## config.mk

```make
export PLATFORM = sky130hd
export DESIGN_NAME = ot_brake_ctrl
export DESIGN_NICKNAME = d
export VERILOG_FILES = /design/src/core/ot_brake_pkg.sv /design/src/core/ot_brake_ctrl.sv
export SDC_FILE = /design/constraint.sdc
export NUM_CORES = 1
export LEC_CHECK = 0
export BUFFER_PORTS_ARGS = -buffer_cell sky130_fd_sc_hd__buf_2
export CORE_MARGIN = 3
export CORE_UTILIZATION = 45
export CTS_BUF_LIST = sky130_fd_sc_hd__clkbuf_4 sky130_fd_sc_hd__clkbuf_8
export DETAILED_ROUTE_END_ITERATION = 8
export GPL_TIMING_DRIVEN = 0
export HOLD_SLACK_MARGIN = 0.15
export PLACE_DENSITY = 0.61
export SYNTH_ARGS = -nofsm -noshare
export SYNTH_HDL_FRONTEND = slang
export SYNTH_SLANG_ARGS = --single-unit
```

## constraint.sdc

```tcl
create_clock -name mclk -period 4.42 [get_ports mclk]
set_clock_uncertainty 0.1 [all_clocks]
set_input_delay 0.884 -clock mclk [delete_from_list [all_inputs] [get_ports mclk]]
set_output_delay 0.884 -clock mclk [all_outputs]
set_load 0.005 [all_outputs]
```

## src/core/ot_brake_pkg.sv

```systemverilog
package ot_brake_pkg;
  // ****************************************
  // register map (byte addresses)
  // ****************************************
  localparam int          ADDR_W      = 8;
  localparam logic [7:0]  A_BASIC     = 8'h00;
  localparam logic [7:0]  A_STOP      = 8'h04;
  localparam logic [7:0]  A_PLUG      = 8'h08;
  localparam logic [7:0]  A_OUTA      = 8'h0c;
  localparam logic [7:0]  A_SON_DLY   = 8'h10;
  localparam logic [7:0]  A_BASIC_DLY = 8'h14;
  localparam logic [7:0]  A_BRK_SPD   = 8'h18;
  localparam logic [7:0]  A_BRK_WAIT  = 8'h1c;
  localparam logic [7:0]  A_STATUS    = 8'h20;
  // ****************************************
  // fields and reset values
  // ****************************************
  localparam int          FWD_DIS_BIT = 4;
  localparam int          REV_DIS_BIT = 8;
  localparam int          DIGIT_W     = 4;
  localparam int          N_TERM      = 3;
  localparam int          N_FUNC      = 10;
  localparam logic [15:0] BASIC_RST   = 16'h0000;
  localparam logic [15:0] STOP_RST    = 16'h0000;
  localparam logic [15:0] PLUG_RST    = 16'h012c;
  localparam logic [15:0] OUTA_RST    = 16'h0210;
  localparam logic [15:0] SON_RST     = 16'h0000;
  localparam logic [15:0] BDLY_RST    = 16'h0000;
  localparam logic [15:0] BSPD_RST    = 16'h0064;
  localparam logic [15:0] BWAIT_RST   = 16'h0032;
  // ****************************************
  // function and stop codes
  // ****************************************
  localparam logic [3:0]  FN_BRAKE    = 4'h4;
  localparam logic [3:0]  FN_OT       = 4'h6;
  localparam logic [3:0]  FN_EXCITED  = 4'h7;
  localparam logic [3:0]  STOP_DB     = 4'h0;
  localparam logic [3:0]  STOP_COAST  = 4'h1;
  localparam logic [3:0]  STOP_PLUG_LO = 4'h2;
  localparam logic [3:0]  STOP_CLAMP_LO = 4'h4;
  localparam logic [3:0]  STOP_MAX    = 4'h5;
  // ****************************************
  // timing
  // ****************************************
  localparam int          CLK_NS      = 20;
  localparam int          MS_NS       = 1000000;
  localparam int          CYC_PER_MS  = MS_NS / CLK_NS;
  localparam int          UNIT_10MS   = 10;

  typedef enum logic [2:0] {
    SRV_OFF, SRV_ON_WAIT, SRV_RUN, SRV_OFF_WAIT, SRV_PWR_HOLD
  } srv_t;
  typedef enum logic [1:0] {
    OT_NONE, OT_STOP, OT_COAST, OT_CLAMP
  } ot_t;
endpackage : ot_brake_pkg

```

## src/core/ot_brake_ctrl.sv

```systemverilog
`timescale 1ns/1ps
module ot_brake_ctrl
  import ot_brake_pkg::*;
#(
  parameter int CYC_MS = CYC_PER_MS
)(
  input  wire logic               mclk,
  input  wire logic               rst,
  input  wire logic               psel,
  input  wire logic               penable,
  input  wire logic               pwrite,
  input  wire logic [ADDR_W-1:0]  paddr,
  input  wire logic [31:0]        pwdata,
  output logic      [31:0]        prdata,
  output logic                    pready,
  output logic                    pslverr,
  input  wire logic               forward_limit_in,
  input  wire logic               reverse_limit_in,
  input  wire logic               error_clear_in,
  input  wire logic               servo_on_in,
  input  wire logic [15:0]        motor_speed_in,
  input  wire logic [15:0]        rated_torque_max_in,
  input  wire logic [N_FUNC-1:0]  func_in,
  output logic      [N_TERM-1:0]  term_out,
  output logic                    drive_enable_out,
  output logic                    dynamic_brake_out,
  output logic                    plug_brake_out,
  output logic      [15:0]        torque_limit_out,
  output logic                    zero_clamp_out,
  output logic                    overtravel_out,
  output logic                    fwd_allowed_out,
  output logic                    rev_allowed_out,
  output logic                    error_discard_out
);
  // ****************************************
  // state
  // ****************************************
  typedef struct packed {
    logic [15:0]        basic;
    logic [15:0]        stop;
    logic [15:0]        plug;
    logic [15:0]        outa;
    logic [15:0]        son_dly;
    logic [15:0]        bdly;
    logic [15:0]        bspd;
    logic [15:0]        bwait;
    logic               cfg_done;
    logic               fwd_dis;
    logic               rev_dis;
    logic [3:0]         stop_code;
    logic [2:0]         fsync;
    logic [2:0]         rsync;
    logic [2:0]         csync;
    logic               fwd_lvl;
    logic               rev_lvl;
    logic               clr_lvl;
    srv_t               srv;
    ot_t                ot;
    logic [31:0]        div;
    logic [15:0]        tmr;
    logic [31:0]        prdata;
    logic               pready;
    logic               pslverr;
    logic [N_TERM-1:0]  term;
    logic               brake;
    logic               drive;
    logic               db;
    logic               plug_on;
    logic [15:0]        torq;
    logic               clamp;
    logic               ot_out;
    logic               fwd_ok;
    logic               rev_ok;
    logic               discard;
  } state_t;

  state_t st_r;
  state_t st_nxt;

  // ****************************************
  // helpers
  // ****************************************
  function automatic logic pick_func(
    input logic [3:0]        code,
    input logic [N_FUNC-1:0] fv
  );
    logic r;
    r = 1'b0;
    if (code < 4'(N_FUNC))
    begin
      r = fv[code];
    end
    return r;
  endfunction : pick_func

  function automatic logic [15:0] min16(
    input logic [15:0] a,
    input logic [15:0] b
  );
    return (a < b) ? a : b;
  endfunction : min16

  logic              tick;
  logic              moving;
  logic              ot_any;
  logic              srv_db;
  logic [3:0]        code;
  logic [15:0]       son_ms;
  logic [15:0]       bdly_ms;
  logic [15:0]       bwait_ms;
  logic [N_FUNC-1:0] fvec;
  logic              wr;
  logic              rd_ok;
  logic [31:0]       rd;

  // ****************************************
  // next state
  // ****************************************
  always_comb
  begin
    st_nxt = st_r;
    // one-millisecond enable from the divider
    tick = (st_r.div == 32'(CYC_MS - 1));
    st_nxt.div = tick ? 32'h0000_0000 : st_r.div + 32'h0000_0001;
    if (tick && st_r.tmr != 16'hffff)
    begin
      st_nxt.tmr = st_r.tmr + 16'h0001;
    end

    // three stages; a change counts once stages two and three agree
    st_nxt.fsync = {st_r.fsync[1:0], forward_limit_in};
    st_nxt.rsync = {st_r.rsync[1:0], reverse_limit_in};
    st_nxt.csync = {st_r.csync[1:0], error_clear_in};
    if (st_r.fsync[1] == st_r.fsync[2])
    begin
      st_nxt.fwd_lvl = st_r.fsync[2];
    end
    if (st_r.rsync[1] == st_r.rsync[2])
    begin
      st_nxt.rev_lvl = st_r.rsync[2];
    end
    if (st_r.csync[1] == st_r.csync[2])
    begin
      st_nxt.clr_lvl = st_r.csync[2];
    end

    // limit-disable bits and stop code are caught at the first servo on after reset, so the host
    // loads them first; later writes wait for the next reset
    if (!st_r.cfg_done && servo_on_in)
    begin
      st_nxt.cfg_done  = 1'b1;
      st_nxt.fwd_dis   = st_r.basic[FWD_DIS_BIT];
      st_nxt.rev_dis   = st_r.basic[REV_DIS_BIT];
      st_nxt.stop_code = st_r.stop[DIGIT_W-1:0];
    end
    // out-of-range codes fall back to dynamic brake, the safe stop
    code = (st_r.stop_code > STOP_MAX) ? STOP_DB : st_r.stop_code;
    // servo off brakes dynamically on even codes
    srv_db = ~code[0];

    // no mode input: limits act alike in all control modes
    st_nxt.fwd_ok = st_r.fwd_dis | ~st_r.fwd_lvl;
    st_nxt.rev_ok = st_r.rev_dis | ~st_r.rev_lvl;
    ot_any = ~st_r.fwd_ok | ~st_r.rev_ok;
    // flag moves on the same edge as the allowed outputs
    st_nxt.ot_out = ~st_nxt.fwd_ok | ~st_nxt.rev_ok;
    moving = (motor_speed_in >= st_r.bspd);

    son_ms   = st_r.son_dly[15] ? 16'h0000 : st_r.son_dly;
    bdly_ms  = 16'(st_r.bdly * 16'(UNIT_10MS));
    bwait_ms = 16'(st_r.bwait * 16'(UNIT_10MS));

    // ****************************************
    // servo on/off and holding brake
    // ****************************************
    case (st_r.srv)
      SRV_OFF:
      begin
        st_nxt.brake = 1'b1;
        st_nxt.drive = 1'b0;
        if (servo_on_in && st_r.cfg_done)
        begin
          st_nxt.drive = 1'b1;
          st_nxt.tmr   = 16'h0000;
          if (son_ms != 16'h0000)
          begin
            st_nxt.srv = SRV_ON_WAIT;
          end
          else
          begin
            st_nxt.brake = 1'b0;
            st_nxt.srv   = SRV_RUN;
          end
        end
      end
      SRV_ON_WAIT:
      begin
        if (!servo_on_in)
        begin
          st_nxt.drive = 1'b0;
          st_nxt.srv   = SRV_OFF;
        end
        else if (st_r.tmr >= son_ms)
        begin
          st_nxt.brake = 1'b0;
          st_nxt.srv   = SRV_RUN;
        end
      end
      SRV_RUN:
      begin
        if (!servo_on_in)
        begin
          st_nxt.tmr = 16'h0000;
          if (moving)
          begin
            // power goes, brake waits for speed or time
            st_nxt.drive = 1'b0;
            st_nxt.srv   = SRV_OFF_WAIT;
          end
          else if (bdly_ms != 16'h0000)
          begin
            st_nxt.brake = 1'b1;
            st_nxt.srv   = SRV_PWR_HOLD;
          end
          else
          begin
            // brake and power change on the same edge
            st_nxt.brake = 1'b1;
            st_nxt.drive = 1'b0;
            st_nxt.srv   = SRV_OFF;
          end
        end
      end
      SRV_OFF_WAIT:
      begin
        if (!moving || st_r.tmr >= bwait_ms)
        begin
          st_nxt.brake = 1'b1;
          st_nxt.srv   = SRV_OFF;
        end
      end
      SRV_PWR_HOLD:
      begin
        // motor stays powered until the brake has gripped
        if (st_r.tmr >= bdly_ms)
        begin
          st_nxt.drive = 1'b0;
          st_nxt.srv   = SRV_OFF;
        end
      end
      default:
      begin
        st_nxt.srv = SRV_OFF;
      end
    endcase

    // ****************************************
    // overtravel stop
    // ****************************************
    case (st_r.ot)
      OT_NONE:
      begin
        if (ot_any && st_r.srv == SRV_RUN)
        begin
          st_nxt.ot = OT_STOP;
        end
      end
      OT_STOP:
      begin
        if (!ot_any)
        begin
          st_nxt.ot = OT_NONE;
        end
        else if (!moving)
        begin
          st_nxt.ot = (code >= STOP_CLAMP_LO) ? OT_CLAMP : OT_COAST;
        end
      end
      OT_COAST, OT_CLAMP:
      begin
        if (!ot_any)
        begin
          st_nxt.ot = OT_NONE;
        end
      end
      default:
      begin
        st_nxt.ot = OT_NONE;
      end
    endcase

    // drive is cut while coasting or braking dynamically
    if (st_nxt.ot == OT_COAST ||
        (st_nxt.ot == OT_STOP && code < STOP_PLUG_LO))
    begin
      st_nxt.drive = 1'b0;
    end
    st_nxt.db = moving &&
      ((st_nxt.ot == OT_STOP && code == STOP_DB) ||
       (!st_nxt.drive && st_r.srv != SRV_RUN && srv_db &&
        st_nxt.ot == OT_NONE));
    st_nxt.plug_on = (st_nxt.ot == OT_STOP) && (code >= STOP_PLUG_LO);
    st_nxt.clamp   = (st_nxt.ot == OT_CLAMP);
    // rating caps the setting; the setting is read live
    st_nxt.torq = min16(st_r.plug, rated_torque_max_in);

    // clear input discards pending position error
    st_nxt.discard = st_r.clr_lvl;

    // ****************************************
    // output terminal routing
    // ****************************************
    fvec = func_in;
    fvec[FN_BRAKE]   = st_r.brake;
    fvec[FN_OT]      = st_r.ot_out;
    fvec[FN_EXCITED] = st_r.drive;
    for (int t = 0; t < N_TERM; t++)
    begin
      // only a digit holding the brake code carries it
      st_nxt.term[t] =
        pick_func(st_r.outa[t*DIGIT_W +: DIGIT_W], fvec);
    end

    // ****************************************
    // apb slave, zero wait states
    // ****************************************
    rd_ok = 1'b1;
    rd    = 32'h0000_0000;
    case (paddr)
      A_BASIC:     rd[15:0] = st_r.basic;
      A_STOP:      rd[15:0] = st_r.stop;
      A_PLUG:      rd[15:0] = st_r.plug;
      A_OUTA:      rd[15:0] = st_r.outa;
      A_SON_DLY:   rd[15:0] = st_r.son_dly;
      A_BASIC_DLY: rd[15:0] = st_r.bdly;
      A_BRK_SPD:   rd[15:0] = st_r.bspd;
      A_BRK_WAIT:  rd[15:0] = st_r.bwait;
      A_STATUS:
      begin
        rd[15:0] = {st_r.torq[8:0], st_r.ot, st_r.srv, st_r.brake,
                    st_r.fwd_lvl};
        rd[16]   = st_r.rev_lvl;
        rd[17]   = st_r.fwd_ok;
        rd[18]   = st_r.rev_ok;
        rd[22:19] = st_r.stop_code;
      end
      default:     rd_ok = 1'b0;
    endcase
    wr = psel && penable && pwrite && st_r.pready && rd_ok;
    st_nxt.pready  = psel && !penable;
    st_nxt.pslverr = psel && !penable && !rd_ok;
    if (psel && !penable && !pwrite)
    begin
      st_nxt.prdata = rd;
    end
    if (wr)
    begin
      case (paddr)
        A_BASIC:     st_nxt.basic   = pwdata[15:0];
        A_STOP:      st_nxt.stop    = pwdata[15:0];
        A_PLUG:      st_nxt.plug    = pwdata[15:0];
        A_OUTA:      st_nxt.outa    = pwdata[15:0];
        A_SON_DLY:   st_nxt.son_dly = pwdata[15:0];
        A_BASIC_DLY: st_nxt.bdly    = pwdata[15:0];
        A_BRK_SPD:   st_nxt.bspd    = pwdata[15:0];
        A_BRK_WAIT:  st_nxt.bwait   = pwdata[15:0];
        default:     st_nxt.basic   = st_r.basic;
      endcase
    end
  end

  // ****************************************
  // registers
  // ****************************************
  always_ff @(posedge mclk)
  begin
    if (rst)
    begin
      st_r         <= '0;
      st_r.basic   <= BASIC_RST;
      st_r.stop    <= STOP_RST;
      st_r.plug    <= PLUG_RST;
      st_r.outa    <= OUTA_RST;
      st_r.son_dly <= SON_RST;
      st_r.bdly    <= BDLY_RST;
      st_r.bspd    <= BSPD_RST;
      st_r.bwait   <= BWAIT_RST;
      st_r.brake   <= 1'b1;
      st_r.srv     <= SRV_OFF;
      st_r.ot      <= OT_NONE;
      st_r.fwd_ok  <= 1'b1;
      st_r.rev_ok  <= 1'b1;
    end
    else
    begin
      st_r <= st_nxt;
    end
  end

  assign prdata            = st_r.prdata;
  assign pready            = st_r.pready;
  assign pslverr           = st_r.pslverr;
  assign term_out          = st_r.term;
  assign drive_enable_out  = st_r.drive;
  assign dynamic_brake_out = st_r.db;
  assign plug_brake_out    = st_r.plug_on;
  assign torque_limit_out  = st_r.torq;
  assign zero_clamp_out    = st_r.clamp;
  assign overtravel_out    = st_r.ot_out;
  assign fwd_allowed_out   = st_r.fwd_ok;
  assign rev_allowed_out   = st_r.rev_ok;
  assign error_discard_out = st_r.discard;
endmodule : ot_brake_ctrl

```

==> metrics.yaml, run 1 <==
run_status:
  status: "finished clean"
logic_synthesis:
  synth_cells: 1772
  yosysTopAreaCell: "dfxtp_1"
  async_flop_share_pct: 0
  synth_area_leaders: "dfxtp_1 35%, ha_1 11%, nand2_1 8.7%"
  yosysWarnings: 0
  syn_area_um2: 14400
  synth-edff-count: 0
  synth_flop_cell: "dfxtp_1"
  synth.distinct_cells: 67
  ys_seq_area_share_pct: 35.1
  ys_seq_elements: 253
  synth_top_area_share_pct: 35.1
  syn_avg_cell_area_um2: 8.14
setup_path:
  worstPathCellList: "ha_1 -> ha_1 -> inv_1 -> fa_1 -> nand2b_1 -> a21oi_1 -> nor3_1 -> a211oi_1 -> ha_1 -> nand2_1 -> o21ai_0 -> o211ai_1 -> a31oi_1 -> a31oi_2 -> o31ai_2 -> a2111oi_1"
  critPathLaunchType: "flip-flop"
  cp.buffers_inverters: 1
  cp_max_fo: 5
  cpPeakStageDelay_ns: 0.47
  worst-setup-path-type: "reg -> reg"
  crit_family: "compound AO/OA/AOI/OAI gates"
  worstPathRequired_ns: 4.76
  cp.arrival_ns: 4.54
  slowest_stage: "a211oi_1"
  crit_path_end_kind: "flip-flop"
  timing.critical_path.mode_cell: "ha_1"
cts:
  cts_max_level: 2
  cts_tree: "built"
  clk_latency_ns: 0.55
  cts_setup_buffers: 0
  numCtsBuffers: 44
  cts_num_sinks: 253
  clock_path_buffers: 3
  cts-root-buf: "clkbuf_8"
  clk_pin_slew_worst_paths_ns: 0.07
routing:
  viasPerCell: 5.64
  wl_um: 45500
  vias: 13271
  drc: 0
  drtAntennaViolNets: 0
  wl_per_cell_um: 19.3
  drt-initial-drc-count: 1138
  dr.pass1.iters: 5
die:
  dieWidth_um: 185
  pin_count: 152
  core_um2: 31100
  die_area_um2: 34200
  start_util_pct: 46.4
  rows: 64
  die_y_um: 185
finish:
  final_area_um2: 16400
  area_delta_synth_final_pct: 13.7
  diodes: 0
  drive_above_1_share_pct: 14.9
  final_cell_mix: "333 x nand2_1, 253 x dfxtp_1, 178 x a21oi_1"
  final_common_cell: "nand2_1"
  nets: 2149
timing:
  fmax_mhz: 238
  final_max_slew_viol_count: 0
  rsz0062_at_grt: "false"
  min_period_over_period_pct: 95.1
  hold_violations: 0
  worstMarginPinSlew_ns: 1.15
  period_minus_slack_ns: 4.20
  setup_violations: 0
  max_slew_margin_pct: 22.6
global_route:
  grt_pass1_wl_um: 69200
  first_global_vias: 12341
  overflow: 0
  antenna_found_initial: 0
  groute.usage.overall_pct: 25.9
  grt_start_max_net_pins: 12
min_path:
  hold_path.class: "reg -> reg"
pwr:
  powerDensity_nw_per_um2: 304
  power_leakage_nw: 6.73
  total_power_mw: 4.99
  irDropWorstVdd_uv: 179
placed_design:
  gp_congestion: 0.936
  place_area_um2: 15500
  port_buffers: 106
  place.detailed.hpwl_um: 34700
flow_run:
  cap_violations: 0
==> worst register-to-register path: cells and delay by family, from the launching register on <==
| kind | cells | cell delay (ns) |
|---|---|---|
| buf+inv | 1 | 0.06 |
| simple gates | 3 | 0.36 |
| fa+ha+maj | 4 | 1.26 |
| compound gates | 8 | 1.91 |
| flops | 1 | 0.39 |
==> flip-flops by register name, summed over array words and instances, names as in the netlist <==
register           flops
st_nxt                 7
fvec                   1
error_discard_out      1
plug_brake_out         1
zero_clamp_out         1
torque_limit_out      16
fwd_allowed_out        1
rev_allowed_out        1
dynamic_brake_out      1
term_out               3
drive_enable_out       1
pslverr                1
prdata                23
pready                 1
overtravel_out         1
st_r                 193
==> layout make-up <==
type                       count  area [um2]
buffer                       147         791
inverter                      76         285
clock buffer                  67         866
multi-input combinational   1304        8340
fill                        3035       14700
timing repair buffer         106         531
clock inverter                 6        38.8
sequential                   253        5060
tap                          396         495
==> path summary, 6_finish.rpt <==
| check | startpoint | endpoint | slack (ns) | depth (start not counted) |
|---|---|---|---|---|
| setup / recovery | st_r[167] | drive_enable_out | 0.22 | 16 |
| setup reg to reg | st_r[167] | drive_enable_out | 0.22 | 16 |
| hold reg to reg | st_nxt[119] | st_nxt[120] | 0.34 | 1 |
| hold / removal | st_nxt[119] | st_nxt[120] | 0.34 | 1 |
==> where the power goes <==
part           switching (mW)  internal [mW]
Combinational           0.280          0.162
Sequential             0.0315           2.31
Clock                   0.964           1.24
Total                    1.28           3.72
==> timing repair <==
item	in CTS	in global routing
setup endpoints to repair	5	4
hold buffers	0	0
gates resized for setup	2	3
cloned	0	0
==> metal layers <==
metal	GRT usage [%]	share of wire, %
met1	37.7	46
met2	40.0	44
met3	4.20	8.4
met4	6.93	2.3
met5	0	0
==> cell usage after synthesis, drive strengths merged (4+ instances only) <==
cell type    n
nor3        22
nand3       57
nor2       134
and3        11
a211o        4
o211ai      13
mux4        20
a21oi      178
o21a         4
a41oi        5
and4         4
o21ai       64
nand4       22
inv         76
nand2      333
clkbuf      71
dfxtp      253
a222oi       7
or3         11
nor3b        5
a31oi       16
a211oi      16
nand2b      28
xor2        31
buf         76
mux2i       47
a221oi      12
a21o        14
ha         124
o31ai        4
nor2b       25
xnor2       22
and2        10
nor4        16
==> through the flow <==
| stage | worst slack, ns | util (%) | std cells | setup TNS (ns) | hold WS (ns) |
|---|---|---|---|---|---|
| 2_1_floorplan | 0.631 | - | 1780 | 0 | 0.300 |
| 3_3_place_gp | -0.141 | 49.8 | 2282 | -0.447 | 0.318 |
| 3_5_place_dp | -0.203 | 49.8 | 2282 | -0.744 | 0.328 |
| 4_1_cts | 0.174 | 52.8 | 2355 | 0 | 0.343 |
| 5_1_grt | 0.00143 | 52.8 | 2355 | 0 | 0.348 |
| 6_report | 0.215 | 52.8 | 2355 | 0 | 0.337 |
==> kinds of logic after synthesis <==
| family | count (synthesis) | synth area share [%] |
|---|---|---|
| AND/OR/NAND/NOR | 688 | 21.6 |
| AO/OA/AOI/OAI | 359 | 15.0 |
| flip-flops | 253 | 35.1 |
| buffers and inverters | 223 | 7.46 |
| adder cells (fa/ha/maj) | 127 | 11.1 |
| multiplexers | 67 | 6.38 |
| XOR/XNOR | 54 | 3.37 |
| other | 1 | 0.0260 |
No activity file was read; power rests on OpenSTA's default activity.
==> inputs of run 2 (changes only) <==
--- a/config.mk
+++ b/config.mk
@@ -5,6 +5,7 @@
 export SDC_FILE = /design/constraint.sdc
 export NUM_CORES = 1
 export LEC_CHECK = 0
+export ABC_AREA = 1
 export BUFFER_PORTS_ARGS = -buffer_cell sky130_fd_sc_hd__buf_2
 export CORE_MARGIN = 3
 export CORE_UTILIZATION = 45
@@ -13,6 +14,7 @@
 export GPL_TIMING_DRIVEN = 0
 export HOLD_SLACK_MARGIN = 0.15
 export PLACE_DENSITY = 0.61
+export SLEW_MARGIN = 20
 export SYNTH_ARGS = -nofsm -noshare
 export SYNTH_HDL_FRONTEND = slang
 export SYNTH_SLANG_ARGS = --single-unit
==> run 2 against run 1 <==
Effect of this change: hold slack worse by 0.031 ns; clock power is 15% higher; synthesized area increased by 1.5%; highest routed layer is now met5; first-iteration DRC count is 10% higher.
==> metrics.yaml, run 2 <==
setup_path:
  cp.buffers_inverters: 0
  cp_max_fo: 4
  slowest_stage: "dfxtp_1"
  critPathLaunchType: "flip-flop"
  crit_path_end_kind: "flip-flop"
  timing.critical_path.mode_cell: "nand2_1"
  worstPathRequired_ns: 4.74
  cp.arrival_ns: 4.27
  crit_family: "simple AND/OR/NAND/NOR gates"
  cpPeakStageDelay_ns: 0.40
  worst-setup-path-type: "reg -> reg"
placed_design:
  port_buffers: 122
  place_area_um2: 15800
  dp_cells: 2597
  dp_worst_setup_slack_ns: 0.421
  place.detailed.hpwl_um: 36000
  gp_congestion: 0.993
cts:
  cts_max_level: 2
  cts_setup_buffers: 0
  numCtsBuffers: 46
  clk_latency_ns: 0.58
  cts_num_sinks: 253
  clock_path_buffers: 3
  cts_resized: 0
  cts_tree: "built"
  ctsHoldBuffers: 0
  cts-root-buf: "clkbuf_8"
  clk_pin_slew_worst_paths_ns: 0.06
global_route:
  groute.usage.overall_pct: 26.3
  antenna_found_initial: 1
  grt_pass1_wl_um: 73200
  overflow: 0
  first_global_vias: 13511
  grt_start_max_net_pins: 14
timing:
  setup_violations: 0
  rsz0062_at_grt: "false"
  worstMarginPinSlew_ns: 0.935
  min_period_over_period_pct: 89.4
  holdWs_ns: 0.306
  fmax_mhz: 253
  tns_ns: 0
  final_max_slew_viol_count: 0
  hold_violations: 0
  period_minus_slack_ns: 3.95
  setup_slack_ns: 0.470
  max_slew_margin_pct: 37.6
finish:
  layout.cells.non_filler: 2680
  fillers: 3209
  drive_above_1_share_pct: 13.8
  final_common_cell: "nand2_1"
  final_area_um2: 16900
  final_cell_mix: "345 x nand2_1, 263 x inv_1, 255 x a21oi_1"
  diodes: 0
  largest_reg_flops: 193
  top_register: "st_r"
  nets: 2427
  final_core_util_pct: 53.1
  area_delta_synth_final_pct: 15.4
pwr:
  irDropWorstVdd_uv: 237
  total_power_mw: 5.41
  power_leakage_nw: 7.63
  powerDensity_nw_per_um2: 320
routing:
  drc: 0
  drt-initial-drc-count: 1252
  viasPerCell: 5.33
  wl_per_cell_um: 17.6
  vias: 14283
  drtAntennaViolNets: 0
  dr.pass1.iters: 5
  wl_um: 47100
logic_synthesis:
  synth_top_area_share_pct: 34.6
  synth_cells: 2032
  ys_seq_elements: 253
  yosysWarnings: 0
  syn_area_um2: 14600
  async_flop_share_pct: 0
  synth.most_common_cell: "nand2_1"
  synth-edff-count: 0
  synth_area_leaders: "dfxtp_1 35%, ha_1 11%, nand2_1 8.8%"
  ys_seq_area_share_pct: 34.6
  syn_avg_cell_area_um2: 7.20
  synth.cells.most_frequent: "345 x nand2_1, 263 x inv_1, 255 x a21oi_1, 253 x dfxtp_1, 167 x nor2_1"
  yosysTopAreaCell: "dfxtp_1"
  synth.distinct_cells: 50
  synth_flop_cell: "dfxtp_1"
die:
  dieWidth_um: 186
  core_um2: 31800
  rows: 65
  die_y_um: 186
  pin_count: 152
  start_util_pct: 46.0
  die_area_um2: 34700
run_status:
  status: "finished clean"
flow_run:
  cap_violations: 0
min_path:
  hold_path.class: "reg -> reg"
[run 2: cell types whose count changed in the layout (fill, tap and decap cells not counted), moves of 16 or more]
cell      previous run  this run
o22ai_1              1        25
o21ai_0             61       152
inv_1               75       263
mux4_2              20         0
nor2_1             134       167
nor2b_1             25         0
clkbuf_1            68        44
mux2i_1             47         0
nand2b_1            28         0
nor3_1              19        35
a21oi_1            178       255
nand3_1             57       103
[run 2: tightest hold or removal path: cells and delay by family, from the launching register on]
family	cells	cell delay [ns]
buf+inv	1	0.04
simple gates	1	0.03
flops	1	0.30
[run 2: metal layers]
metal	global-route usage [%]	part of all wire (%)	vias to the layer above
met1	34.5	44	6481
li1	-	-	7125
met4	12.0	4.8	2
met3	4.83	7.5	130
met5	0	0.015	-
met2	42.2	44	545
[run 2: path summary, 6_finish.rpt]
kind | end | start | depth (start not counted) | slack (ns)
worst max register to register | st_r[113] | st_r[139] | 25 | 0.47
worst min register to register | st_nxt[126] | st_nxt[125] | 2 | 0.31
worst min-delay path | st_nxt[126] | st_nxt[125] | 2 | 0.31
worst max-delay path | st_r[113] | st_r[139] | 25 | 0.47
[run 2: cells by family (layout without fill, tap and decap cells)]
family	count (synthesis)	count (layout)	share of synthesized area [%]
other cells	1	9	0.0256
flops	253	253	34.6
simple gates	726	726	21.9
compound gates	488	488	18.2
xor+xnor	44	44	2.63
fa+ha+maj	126	126	10.9
buf+inv	394	599	11.7
[run 2: power breakdown]
| part | leakage [nW] | internal, mW | switching (mW) |
|---|---|---|---|
| Sequential | 2.05 | 2.32 | 0.0371 |
| Clock | 0.563 | 1.50 | 1.04 |
| Combinational | 5.03 | 0.164 | 0.353 |
[run 2: area by class of cell]
class | instances | area [um2] | share of cell area [%]
inverter | 273 | 1030 | 6.08
buffer | 121 | 692 | 4.10
clock buffer | 70 | 907 | 5.37
sequential | 253 | 5060 | 30.0
clock inverter | 13 | 160 | 0.948
timing repair buffer | 122 | 611 | 3.62
tap | 435 | 544 | 3.22
multi-input combinational | 1393 | 7880 | 46.7
